### src/cipc_pkg.sv
package cipc_pkg;
    // ==================================================
    // status word layout
    localparam int        SW_W         = 16;
    localparam logic [15:0] SW_RESET   = 16'h0000;
    localparam int        SB_CMP0      = 0;
    localparam int        SB_CMP1      = 1;
    localparam int        SB_OVF       = 2;
    localparam int        SB_CARRY     = 3;
    localparam int        SB_PROT_EN   = 4;
    localparam int        SB_ADDR_VIO  = 5;
    localparam int        SB_INSTR_VIO = 6;
    localparam int        SB_IO_EN     = 7;
    localparam int        SB_EXP_EN    = 8;
    localparam int        SB_BIAS_EN   = 9;
    localparam int        SB_INDEX     = 10;
    localparam int        SB_PAR_EN    = 11;
    localparam int        SB_DMA_EN    = 12;
    localparam int        SB_PAR_ERR   = 14;
    localparam int        SB_PWR_FAIL  = 15;
    // ==================================================
    // fixed vectors
    localparam logic [15:0] VEC_INTERNAL = 16'h0000;
    localparam logic [15:0] VEC_DMA      = 16'h0004;
    localparam logic [15:0] VEC_IO       = 16'h0006;
    // ==================================================
    // wishbone map
    localparam int        ADR_W        = 8;
    localparam logic [7:0] OFS_STATUS   = 8'h00;
    localparam logic [7:0] OFS_IRQ_STS  = 8'h04;
    localparam logic [7:0] OFS_IRQ_MASK = 8'h08;
    localparam logic [7:0] OFS_STATE    = 8'h0c;
    // ==================================================
    // event bits of irq status and mask
    localparam int        EV_W         = 5;
    localparam int        EV_INTERNAL  = 0;
    localparam int        EV_EXPANDED  = 1;
    localparam int        EV_DMA       = 2;
    localparam int        EV_IO        = 3;
    localparam int        EV_REVOKE    = 4;
    // aux port state
    typedef enum logic { AUX_IDLE, AUX_BUSY } cipc_aux_t;
endpackage : cipc_pkg

### src/cipc_top.sv
// The register offsets and the Wishbone register port are this design's own decisions.
`timescale 1ns/1ps
module cipc_top (
    // system
    input  wire logic                      clock,
    input  wire logic                      reset,
    // wishbone slave
    input  wire logic [cipc_pkg::ADR_W-1:0] wb_adr_i,
    input  wire logic [31:0]               wb_dat_i,
    output logic      [31:0]               wb_dat_o,
    input  wire logic                      wb_we_i,
    input  wire logic [3:0]                wb_sel_i,
    input  wire logic                      wb_cyc_i,
    input  wire logic                      wb_stb_i,
    output logic                           wb_ack_o,
    // internal fault sources
    input  wire logic                      illegal_opcode,
    input  wire logic                      power_fail_pin,
    input  wire logic                      memory_error_flag,
    input  wire logic                      prot_addr_violation,
    input  wire logic                      prot_instr_violation,
    // external requests
    input  wire logic                      expanded_req,
    input  wire logic [15:0]               expanded_vector,
    input  wire logic                      dma_channel_req,
    input  wire logic                      io_bus_req,
    // instruction boundary
    input  wire logic                      instr_done,
    input  wire logic                      direct_output_instr,
    input  wire logic                      direct_input_instr,
    input  wire logic                      exempt_status_instr_a,
    input  wire logic                      exempt_status_instr_b,
    input  wire logic                      rr_to_status_instr,
    // auxiliary processor port
    input  wire logic                      aux_processor_instr,
    input  wire logic                      aux_present,
    input  wire logic                      aux_done,
    input  wire logic                      aux_addr_violation,
    output logic                           aux_abort,
    output logic                           aux_revoke,
    output logic                           exec_hold,
    // vector out
    output logic                           vector_valid,
    output logic      [15:0]               vector_addr,
    output logic      [15:0]               status_word,
    output logic                           irq
);
    import cipc_pkg::*;
    // ==================================================
    // state
    logic [15:0]     sw_ff;        // machine status word
    logic [2:0]      pwr_sync_ff;  // power fail synchroniser
    logic            pwr_lvl_ff;   // agreed power fail level
    logic            pend_ill_ff;  // pending illegal opcode
    logic            pend_pwr_ff;  // pending power failure
    logic            pend_par_ff;  // pending parity error
    logic            pend_av_ff;   // pending address violation
    logic            pend_iv_ff;   // pending instr violation
    cipc_aux_t       aux_ff;       // aux port state
    logic            vld_ff;       // vector strobe
    logic [15:0]     vec_ff;       // vector address
    logic            rvk_ff;       // revoke strobe
    logic [EV_W-1:0] ists_ff;      // irq status
    logic [EV_W-1:0] imask_ff;     // irq mask
    logic            ack_ff;       // bus answer
    logic [31:0]     rdat_ff;      // bus read data
    // ==================================================
    // combinational terms
    logic            pwr_rise;     // power fail onset
    logic            int_pend;     // any internal pending
    logic            check;        // boundary check allowed
    logic            take_int, take_exp, take_dma, take_io;
    logic            aux_ill;      // aux instr w/o device
    logic            revoke;       // immediate aux revoke
    logic            wr, rd;       // bus strobes
    logic [15:0]     sw_wmask;     // status byte enables
    logic [EV_W-1:0] ev;           // irq events
    logic [15:0]     nxt_sw;       // next status word
    // power fail counts once stages two and three agree
    assign pwr_rise = pwr_sync_ff[1] & pwr_sync_ff[2] & ~pwr_lvl_ff;
    assign int_pend = pend_ill_ff | pend_pwr_ff | pend_par_ff
                    | pend_av_ff | pend_iv_ff;
    // no check after direct i/o, exempt status, rr to status
    assign check = instr_done & ~direct_output_instr
                 & ~direct_input_instr & ~exempt_status_instr_a
                 & ~exempt_status_instr_b
                 & ~rr_to_status_instr;
    // strict priority, one winner only
    assign take_int = check & int_pend;
    assign take_exp = check & ~int_pend & expanded_req
                    & sw_ff[SB_EXP_EN];
    assign take_dma = check & ~int_pend
                    & ~(expanded_req & sw_ff[SB_EXP_EN])
                    & dma_channel_req & sw_ff[SB_DMA_EN];
    assign take_io  = check & ~int_pend
                    & ~(expanded_req & sw_ff[SB_EXP_EN])
                    & ~(dma_channel_req & sw_ff[SB_DMA_EN])
                    & io_bus_req & sw_ff[SB_IO_EN];
    assign aux_ill  = aux_processor_instr & ~aux_present;
    assign revoke   = (aux_ff == AUX_BUSY) & aux_addr_violation
                    & sw_ff[SB_PROT_EN];
    assign wr = wb_cyc_i & wb_stb_i & wb_we_i & ~ack_ff;
    assign rd = wb_cyc_i & wb_stb_i & ~wb_we_i & ~ack_ff;
    assign sw_wmask = {{8{wb_sel_i[1]}}, {8{wb_sel_i[0]}}};
    assign ev = {rvk_ff, take_io, take_dma, take_exp, take_int};
    // ==================================================
    // power fail pin synchroniser, whole block on clock
    always_ff @(posedge clock) begin
        if (reset) begin
            pwr_sync_ff <= 3'h0;
            pwr_lvl_ff  <= 1'b0;
        end else begin
            pwr_sync_ff <= {pwr_sync_ff[1:0], power_fail_pin};
            if (pwr_sync_ff[1] == pwr_sync_ff[2]) begin
                pwr_lvl_ff <= pwr_sync_ff[2];
            end
        end
    end
    // ==================================================
    // pending internal causes; a new event beats the clear
    always_ff @(posedge clock) begin
        if (reset) begin
            pend_ill_ff <= 1'b0;
            pend_pwr_ff <= 1'b0;
            pend_par_ff <= 1'b0;
            pend_av_ff  <= 1'b0;
            pend_iv_ff  <= 1'b0;
        end else begin
            pend_ill_ff <= (pend_ill_ff & ~take_int)
                         | illegal_opcode | aux_ill;
            pend_pwr_ff <= (pend_pwr_ff & ~take_int) | pwr_rise;
            // memory error arrives the state after its cycle
            pend_par_ff <= (pend_par_ff & ~take_int)
                         | (memory_error_flag
                            & sw_ff[SB_PAR_EN]);
            pend_av_ff  <= (pend_av_ff & ~take_int)
                         | ((prot_addr_violation | revoke)
                            & sw_ff[SB_PROT_EN]);
            pend_iv_ff  <= (pend_iv_ff & ~take_int)
                         | (prot_instr_violation
                            & sw_ff[SB_PROT_EN]);
        end
    end
    // ==================================================
    // status word: software write, then hardware updates
    always_comb begin
        nxt_sw = sw_ff;
        // indicators 0-3, 9, 10 are plain software bits
        if (wr && wb_adr_i == OFS_STATUS) begin
            nxt_sw = (sw_ff & ~sw_wmask)
                   | (wb_dat_i[15:0] & sw_wmask);
        end
        // causes set on take; none set means illegal opcode
        if (take_int) begin
            nxt_sw[SB_ADDR_VIO]  = nxt_sw[SB_ADDR_VIO]  | pend_av_ff;
            nxt_sw[SB_INSTR_VIO] = nxt_sw[SB_INSTR_VIO] | pend_iv_ff;
            nxt_sw[SB_PAR_ERR]   = nxt_sw[SB_PAR_ERR]   | pend_par_ff;
            nxt_sw[SB_PWR_FAIL]  = nxt_sw[SB_PWR_FAIL]  | pend_pwr_ff;
            nxt_sw[SB_PROT_EN]   = 1'b0;
            nxt_sw[SB_PAR_EN]    = 1'b0;
        end
        // a take also shuts its own class and every lower class
        nxt_sw[SB_EXP_EN] = nxt_sw[SB_EXP_EN]
                          & ~(take_int | take_exp);
        nxt_sw[SB_DMA_EN] = nxt_sw[SB_DMA_EN]
                          & ~(take_int | take_exp | take_dma);
        nxt_sw[SB_IO_EN]  = nxt_sw[SB_IO_EN] & ~(take_int | take_exp
                          | take_dma | take_io);
    end
    // hardware wins over a same-cycle software write
    always_ff @(posedge clock) begin
        if (reset) begin
            sw_ff <= SW_RESET;
        end else begin
            sw_ff <= nxt_sw;
        end
    end
    // ==================================================
    // vector strobe and address
    always_ff @(posedge clock) begin
        if (reset) begin
            vld_ff <= 1'b0;
            vec_ff <= VEC_INTERNAL;
        end else begin
            vld_ff <= take_int | take_exp | take_dma | take_io;
            if (take_int) begin
                vec_ff <= VEC_INTERNAL;
            end else if (take_exp) begin
                vec_ff <= expanded_vector;
            end else if (take_dma) begin
                vec_ff <= VEC_DMA;
            end else if (take_io) begin
                vec_ff <= VEC_IO;
            end
        end
    end
    // ==================================================
    // aux port: hold execution while the device works
    always_ff @(posedge clock) begin
        if (reset) begin
            aux_ff <= AUX_IDLE;
            rvk_ff <= 1'b0;
        end else begin
            rvk_ff <= revoke;
            unique case (aux_ff)
                AUX_IDLE: begin
                    if (aux_processor_instr && aux_present) begin
                        aux_ff <= AUX_BUSY;
                    end
                end
                AUX_BUSY: begin
                    if (aux_done || revoke) begin
                        aux_ff <= AUX_IDLE;
                    end
                end
            endcase
        end
    end
    // abort request to the aux controller on a live request
    assign aux_abort = (aux_ff == AUX_BUSY)
                     & (int_pend | (expanded_req & sw_ff[SB_EXP_EN])
                        | (dma_channel_req & sw_ff[SB_DMA_EN])
                        | (io_bus_req & sw_ff[SB_IO_EN]));
    assign exec_hold = (aux_ff == AUX_BUSY);
    // ==================================================
    // irq status, set beats write-one-to-clear
    always_ff @(posedge clock) begin
        if (reset) begin
            ists_ff  <= '0;
            imask_ff <= '0;
        end else begin
            if (wr && wb_adr_i == OFS_IRQ_STS && wb_sel_i[0]) begin
                ists_ff <= (ists_ff & ~wb_dat_i[EV_W-1:0]) | ev;
            end else begin
                ists_ff <= ists_ff | ev;
            end
            if (wr && wb_adr_i == OFS_IRQ_MASK && wb_sel_i[0]) begin
                imask_ff <= wb_dat_i[EV_W-1:0];
            end
        end
    end
    // ==================================================
    // wishbone answer, one cycle after the strobe
    always_ff @(posedge clock) begin
        if (reset) begin
            ack_ff  <= 1'b0;
            rdat_ff <= 32'h0;
        end else begin
            ack_ff <= wb_cyc_i & wb_stb_i & ~ack_ff;
            if (rd) begin
                unique case (wb_adr_i)
                    OFS_STATUS:   rdat_ff <= {16'h0, sw_ff};
                    OFS_IRQ_STS:  rdat_ff <= {27'h0, ists_ff};
                    OFS_IRQ_MASK: rdat_ff <= {27'h0, imask_ff};
                    OFS_STATE:    rdat_ff <= {26'h0, exec_hold,
                                    pend_iv_ff, pend_av_ff,
                                    pend_par_ff, pend_pwr_ff,
                                    pend_ill_ff};
                    default:      rdat_ff <= 32'h0;   // unmapped
                endcase
            end
        end
    end
    // outputs
    assign wb_ack_o     = ack_ff;
    assign wb_dat_o     = rdat_ff;
    assign vector_valid = vld_ff;
    assign vector_addr  = vec_ff;
    assign status_word  = sw_ff;
    assign aux_revoke   = rvk_ff;
    assign irq          = |(ists_ff & imask_ff);
endmodule : cipc_top

### config.mk
export PLATFORM = sky130hd
export DESIGN_NAME = cipc_top
export DESIGN_NICKNAME = d
export VERILOG_FILES = /design/src/cipc_pkg.sv /design/src/cipc_top.sv
export SDC_FILE = /design/constraint.sdc
export NUM_CORES = 1
export LEC_CHECK = 0
export BUFFER_PORTS_ARGS = -buffer_cell sky130_fd_sc_hd__buf_2
export CAP_MARGIN = 20
export CORE_MARGIN = 2
export CORE_UTILIZATION = 41
export CTS_CLUSTER_DIAMETER = 80
export CTS_CLUSTER_SIZE = 12
export DETAILED_ROUTE_END_ITERATION = 10
export HOLD_SLACK_MARGIN = 0.03
export MAX_ROUTING_LAYER = met4
export PLACE_DENSITY = 0.81
export SLEW_MARGIN = 5
export SYNTH_ARGS = -nofsm -noshare
export SYNTH_HDL_FRONTEND = slang
export SYNTH_SLANG_ARGS = --single-unit
### constraint.sdc
create_clock -name clock -period 2.02 [get_ports clock]
set_input_delay 0.404 -clock clock [delete_from_list [all_inputs] [get_ports clock]]
set_output_delay 0.404 -clock clock [all_outputs]
set_load 0.005 [all_outputs]
Yosys cells after proc, flatten, opt, wreduce, memory -nomap -nowiden
Index checks and enable logic that the tools add are counted.

word-level totals
  register bits after elaboration = 87
  bits of input ports = 83

cells by class
  bitwise operators = 88
  reductions and logical operators = 11
  mux-type cells = 11
  equality and inequality tests = 4

operators with widths
  kind                                                             count
  16-bit 2-to-1 mux                                                4
  16-bit one-hot mux with 4 select lines                           1
  1-bit bitwise AND                                                41
  16-bit bitwise AND                                               2
  1-bit OR                                                         21
  1-bit NOT                                                        17
  8-bit by 4-bit == test with 1-bit output, second input constant  2
  16-bit NOT                                                       1
  16-bit OR                                                        1
  5-bit bitwise AND                                                2
  5-bit OR                                                         2
  8-bit by 3-bit == test with 1-bit output, second input constant  1
  8-bit zero test                                                  1
  1-bit logical AND                                                6
  5-bit 2-to-1 mux                                                 1
  5-bit NOT                                                        1
  5-bit OR reduction                                               1
  3-bit 2-to-1 mux                                                 1
  3-bit nonzero test                                               1
  1-bit 2-to-1 mux                                                 2
  2-bit 2-to-1 mux                                                 1
  1-bit one-hot mux with 2 select lines                            1
  2-bit OR reduction                                               1
  1-bit == test                                                    1
  1-bit logical OR                                                 1

Depth between registers and ports, before layout
  depth after elaboration = 14
  mapped depth = 6
  gate-level depth less buffers = 4

Worst setup path before layout
OpenSTA, ideal clock, no wires.

  path kind = input-to-reg
  from = input port wb_adr_i[1] (netlist bit)
  to = register sw_ff[8], in the netlist status_word[8]
  setup time = 0.080 ns
  arrival time = 2.008 ns
  path slack = -0.068 ns
  cell stages on the path = 6
  path through = or4_4 -> buf_6 -> or4_1 -> buf_2 -> mux2i_1 -> nor3b_1

between the ends
  cells in the longest elaborated chain, start to end = 4

RTL lines
  what                  RTL line         RTL
  from (decl)           cipc_top.sv:8    input wire logic [cipc_pkg::ADR_W-1:0] wb_adr_i,
  8-bit zero test       cipc_top.sv:149  if (wr && wb_adr_i == OFS_STATUS) begin
  1-bit logical AND     cipc_top.sv:149
  16-bit 2-to-1 mux     cipc_top.sv:149
  1-bit bitwise AND     cipc_top.sv:164  & ~(take_int | take_exp);
  to (signal assigned)  cipc_top.sv:175  sw_ff <= nxt_sw;
  to (decl)             cipc_top.sv:51   logic [15:0] sw_ff;

No other way between the ends.
A chain may end at the register's enable or synchronous reset.

Worst setup path in the final report
  from = register sw_ff[8], in the netlist status_word[8]
  to = output port aux_abort

between the ends
  cells in the longest elaborated chain, start to end = 5

RTL lines
  what               RTL line         RTL
  1-bit bitwise AND  cipc_top.sv:221  & (int_pend | (expanded_req & sw_ff[SB_EXP_EN])
  1-bit OR           cipc_top.sv:221
  1-bit OR           cipc_top.sv:222  | (dma_channel_req & sw_ff[SB_DMA_EN])
  1-bit OR           cipc_top.sv:223  | (io_bus_req & sw_ff[SB_IO_EN]));
  1-bit bitwise AND  cipc_top.sv:221
  to (decl)          cipc_top.sv:39   output logic aux_abort,

No other way between the ends.

==> flow_summary.json <==
{
  "first_global_vias": 2649,
  "setup_ws_ps": 152.2,
  "die_y_um": 89.73,
  "post_cts.repair.setup_buffers": 0,
  "drive_gt1_frac": 0.3810,
  "gr-total-overflow": 0,
  "cp_max_fo": 5,
  "core_area_mm2": 0.007176,
  "yosys.area.top_type_share": 0.4718,
  "power.internal_mw": 2.216,
  "synth_edf_count": 0,
  "pwr-share-clk": 0.436,
  "synth.area.top_cells": "dfxtp_1, mux2i_1, nor2_1, a22oi_1, a22o_1",
  "path_class": "flop to output port",
  "rows": 31,
  "insertion_delay_ps": 340,
  "grt_util_all_layers": 0.2012,
  "min_period_ps": 1868,
  "seqPwrFrac": 0.497,
  "cts.sinks": 71,
  "drtIter0Drc": 115,
  "hold_violations": 0,
  "synth.distinct_cells": 43,
  "rsz0062_at_grt": "no",
  "gp_congestion": 0.8533,
  "drv_slew": 0,
  "grt_max_degree": 21,
  "antennaDiodeCount": 0,
  "drc": 0,
  "p_sw_frac": 0.2206,
  "busiest_layer": "met2",
  "h-tree-depth": 3,
  "io-pin-count": 153,
  "grtUsageMet2": 0.3378,
  "grt_pass1_wl_um": 12630,
  "p_sw_mw": 0.6270,
  "synth_seq_cells": 71,
  "synth_top_family_by_area": "simple AND/OR/NAND/NOR gates",
  "synth_simple_gate_area_frac": 0.1993,
  "status": "completed",
  "synthAdderAreaFrac": 0.004153,
  "via_count": 2748,
  "clockBufferDepth": 2,
  "syn_avg_cell_area_um2": 9.878,
  "async_flop_share": 0,
  "synthToLayoutAreaGrowth_pct": 32.68,
  "max_freq_mhz": 535.4,
  "fp.dieW_um": 89.73,
  "via_per_inst": 5.089,
  "combPwrFrac": 0.067,
  "synth_mux_area_frac": 0.1105,
  "cts-root-buf": "clkbuf_8",
  "cts_tree": "done",
  "cts_resized": 0,
  "period_share": 0.9247,
  "p_leak_nw": 1.865,
  "drt-total-wl_um": 7824,
  "hpwlAfterDp_um": 6052,
  "cts-hold-fix-buffers": 0,
  "worstPathArrival_ps": 1460,
  "wl_per_cell_um": 14.49,
  "numCtsBuffers": 9,
  "nNetsFinal": 520,
  "setup_viol": 0,
  "synth_ff_type": "dfxtp_1",
  "initial_core_util": 0.4199,
  "drv_cap": 0,
  "holdWs_ps": 269.5,
  "worstHoldPathType": "input pin to flop",
  "io_buffer_count": 118,
  "startpoint_type": "flop",
  "power_density_mw_per_mm2": 711.1,
  "synth-compound-area-share": 0.1433,
  "cp.required_ps": 1620,
  "peakVddDrop_v": 0.0003281,
  "clkSlewWorstSetupHoldPaths_ps": 70,
  "fin_skew_ps": 6.345,
  "met3_usage": 0.05532,
  "yosysSeqAreaShare": 0.4718,
  "dp_slack_ps": -19.89,
  "ant_nets": 0,
  "syn_inst": 305,
  "antenna_found_initial": 0,
  "synthXorXnorAreaFrac": 0,
  "drt-pass1-iter-count": 4,
  "syn-cell-area_mm2": 0.003013,
  "ys_warn_count": 0,
  "die_area_mm2": 0.008051,
  "end_kind": "output port",
  "synth_top_area_cell": "dfxtp_1",
  "grt_use_met1": 0.2361,
  "tns_ps": 0
}
## final timing paths
path / startpoint / end / slack [ps] / depth (start not counted)
worst max-delay path: status_word[8] / aux_abort / 150 / 4
worst min-delay path: power_fail_pin / pwr_sync_ff[0] / 270 / 2
worst max register to register: wb_ack_o / status_word[8] / 350 / 4
worst min register to register: aux_revoke / ists_ff[4] / 450 / 2
## placed cells by master, fill, tap and decap left out, drive strengths merged, types with 2 or more instances in the layout
cell type  instances
mux2i             22
dfxtp             71
clkinv             4
a22o              14
nor4               7
clkbuf            10
or2                4
nand3              9
nand2             13
nor2b              6
buf              138
or4                2
nor3b              2
mux4               5
or4bb              3
a21oi             15
conb              16
a21o               2
o21ai              6
nor2              43
bufinv             2
nand4              3
inv                4
nor3               5
a22oi             21
and4b              2
## per-stage QoR
stage                 util  instance area [um^2]  cells  power (mW)
detailed placement  0.5262                  3776    524       1.633
CTS                 0.5571                  3998    540       2.865
global placement    0.5262                  3776    524       1.628
global route        0.5571                  3998    540       2.949
finish              0.5571                  3998    540       2.843
floorplan                -                  3088    320       1.551
## synthesized netlist by cell type (all sizes together), types with 2 or more instances
cell,count
a22o,14
or4bb,3
nor2,43
a21o,2
dfxtp,71
nand3,9
o21ai,6
buf,21
nor3b,2
inv,4
nand4,3
nand2,13
mux4,5
nor3,5
nor4,7
or4,2
or2,4
and4b,2
nor2b,6
a21oi,15
a22oi,21
clkbuf,12
mux2i,22
## final cells by class
type | count | area, um^2
Fill cell | 640 | 3178
Multi-Input combinational cell | 212 | 1450
Sequential cell | 71 | 1421
Timing Repair Buffer | 138 | 765.7
Clock buffer | 10 | 137.6
Tap cell | 99 | 123.9
Clock inverter | 6 | 83.83
Inverter | 4 | 15.01
## power by group through the flow
stage	registers [mW]	clock network, mW	logic, mW
2_1_floorplan	1.44	0	0.109
3_3_place_gp	1.44	0	0.184
3_5_place_dp	1.44	0	0.188
4_1_cts	1.41	1.26	0.190
5_1_grt	1.41	1.33	0.208
6_report	1.41	1.24	0.190
## cell families (layout without fill, tap and decap cells)
logic type / after synthesis / after routing
simple gates: 106 / 106
flops: 71 / 71
compound gates: 62 / 62
buf+inv: 37 / 158
mux: 27 / 27
fa+ha+maj: 1 / 1
other cells: 1 / 16
## layer usage
metal	up-vias	share of wire	wire, um
li1	1342	-	-
met1	1286	0.43	3363
met2	109	0.49	3820
met3	11	0.069	538
met4	0	0.013	102
met5	-	0	0
## critical path: stages, from the launching register on
cell and delay (ps):
dfxtp_1 360, a22oi_1 260, nand4_1 180, and2_1 200, buf_2 120
Note: power is estimated with default switching activity, not from simulation.
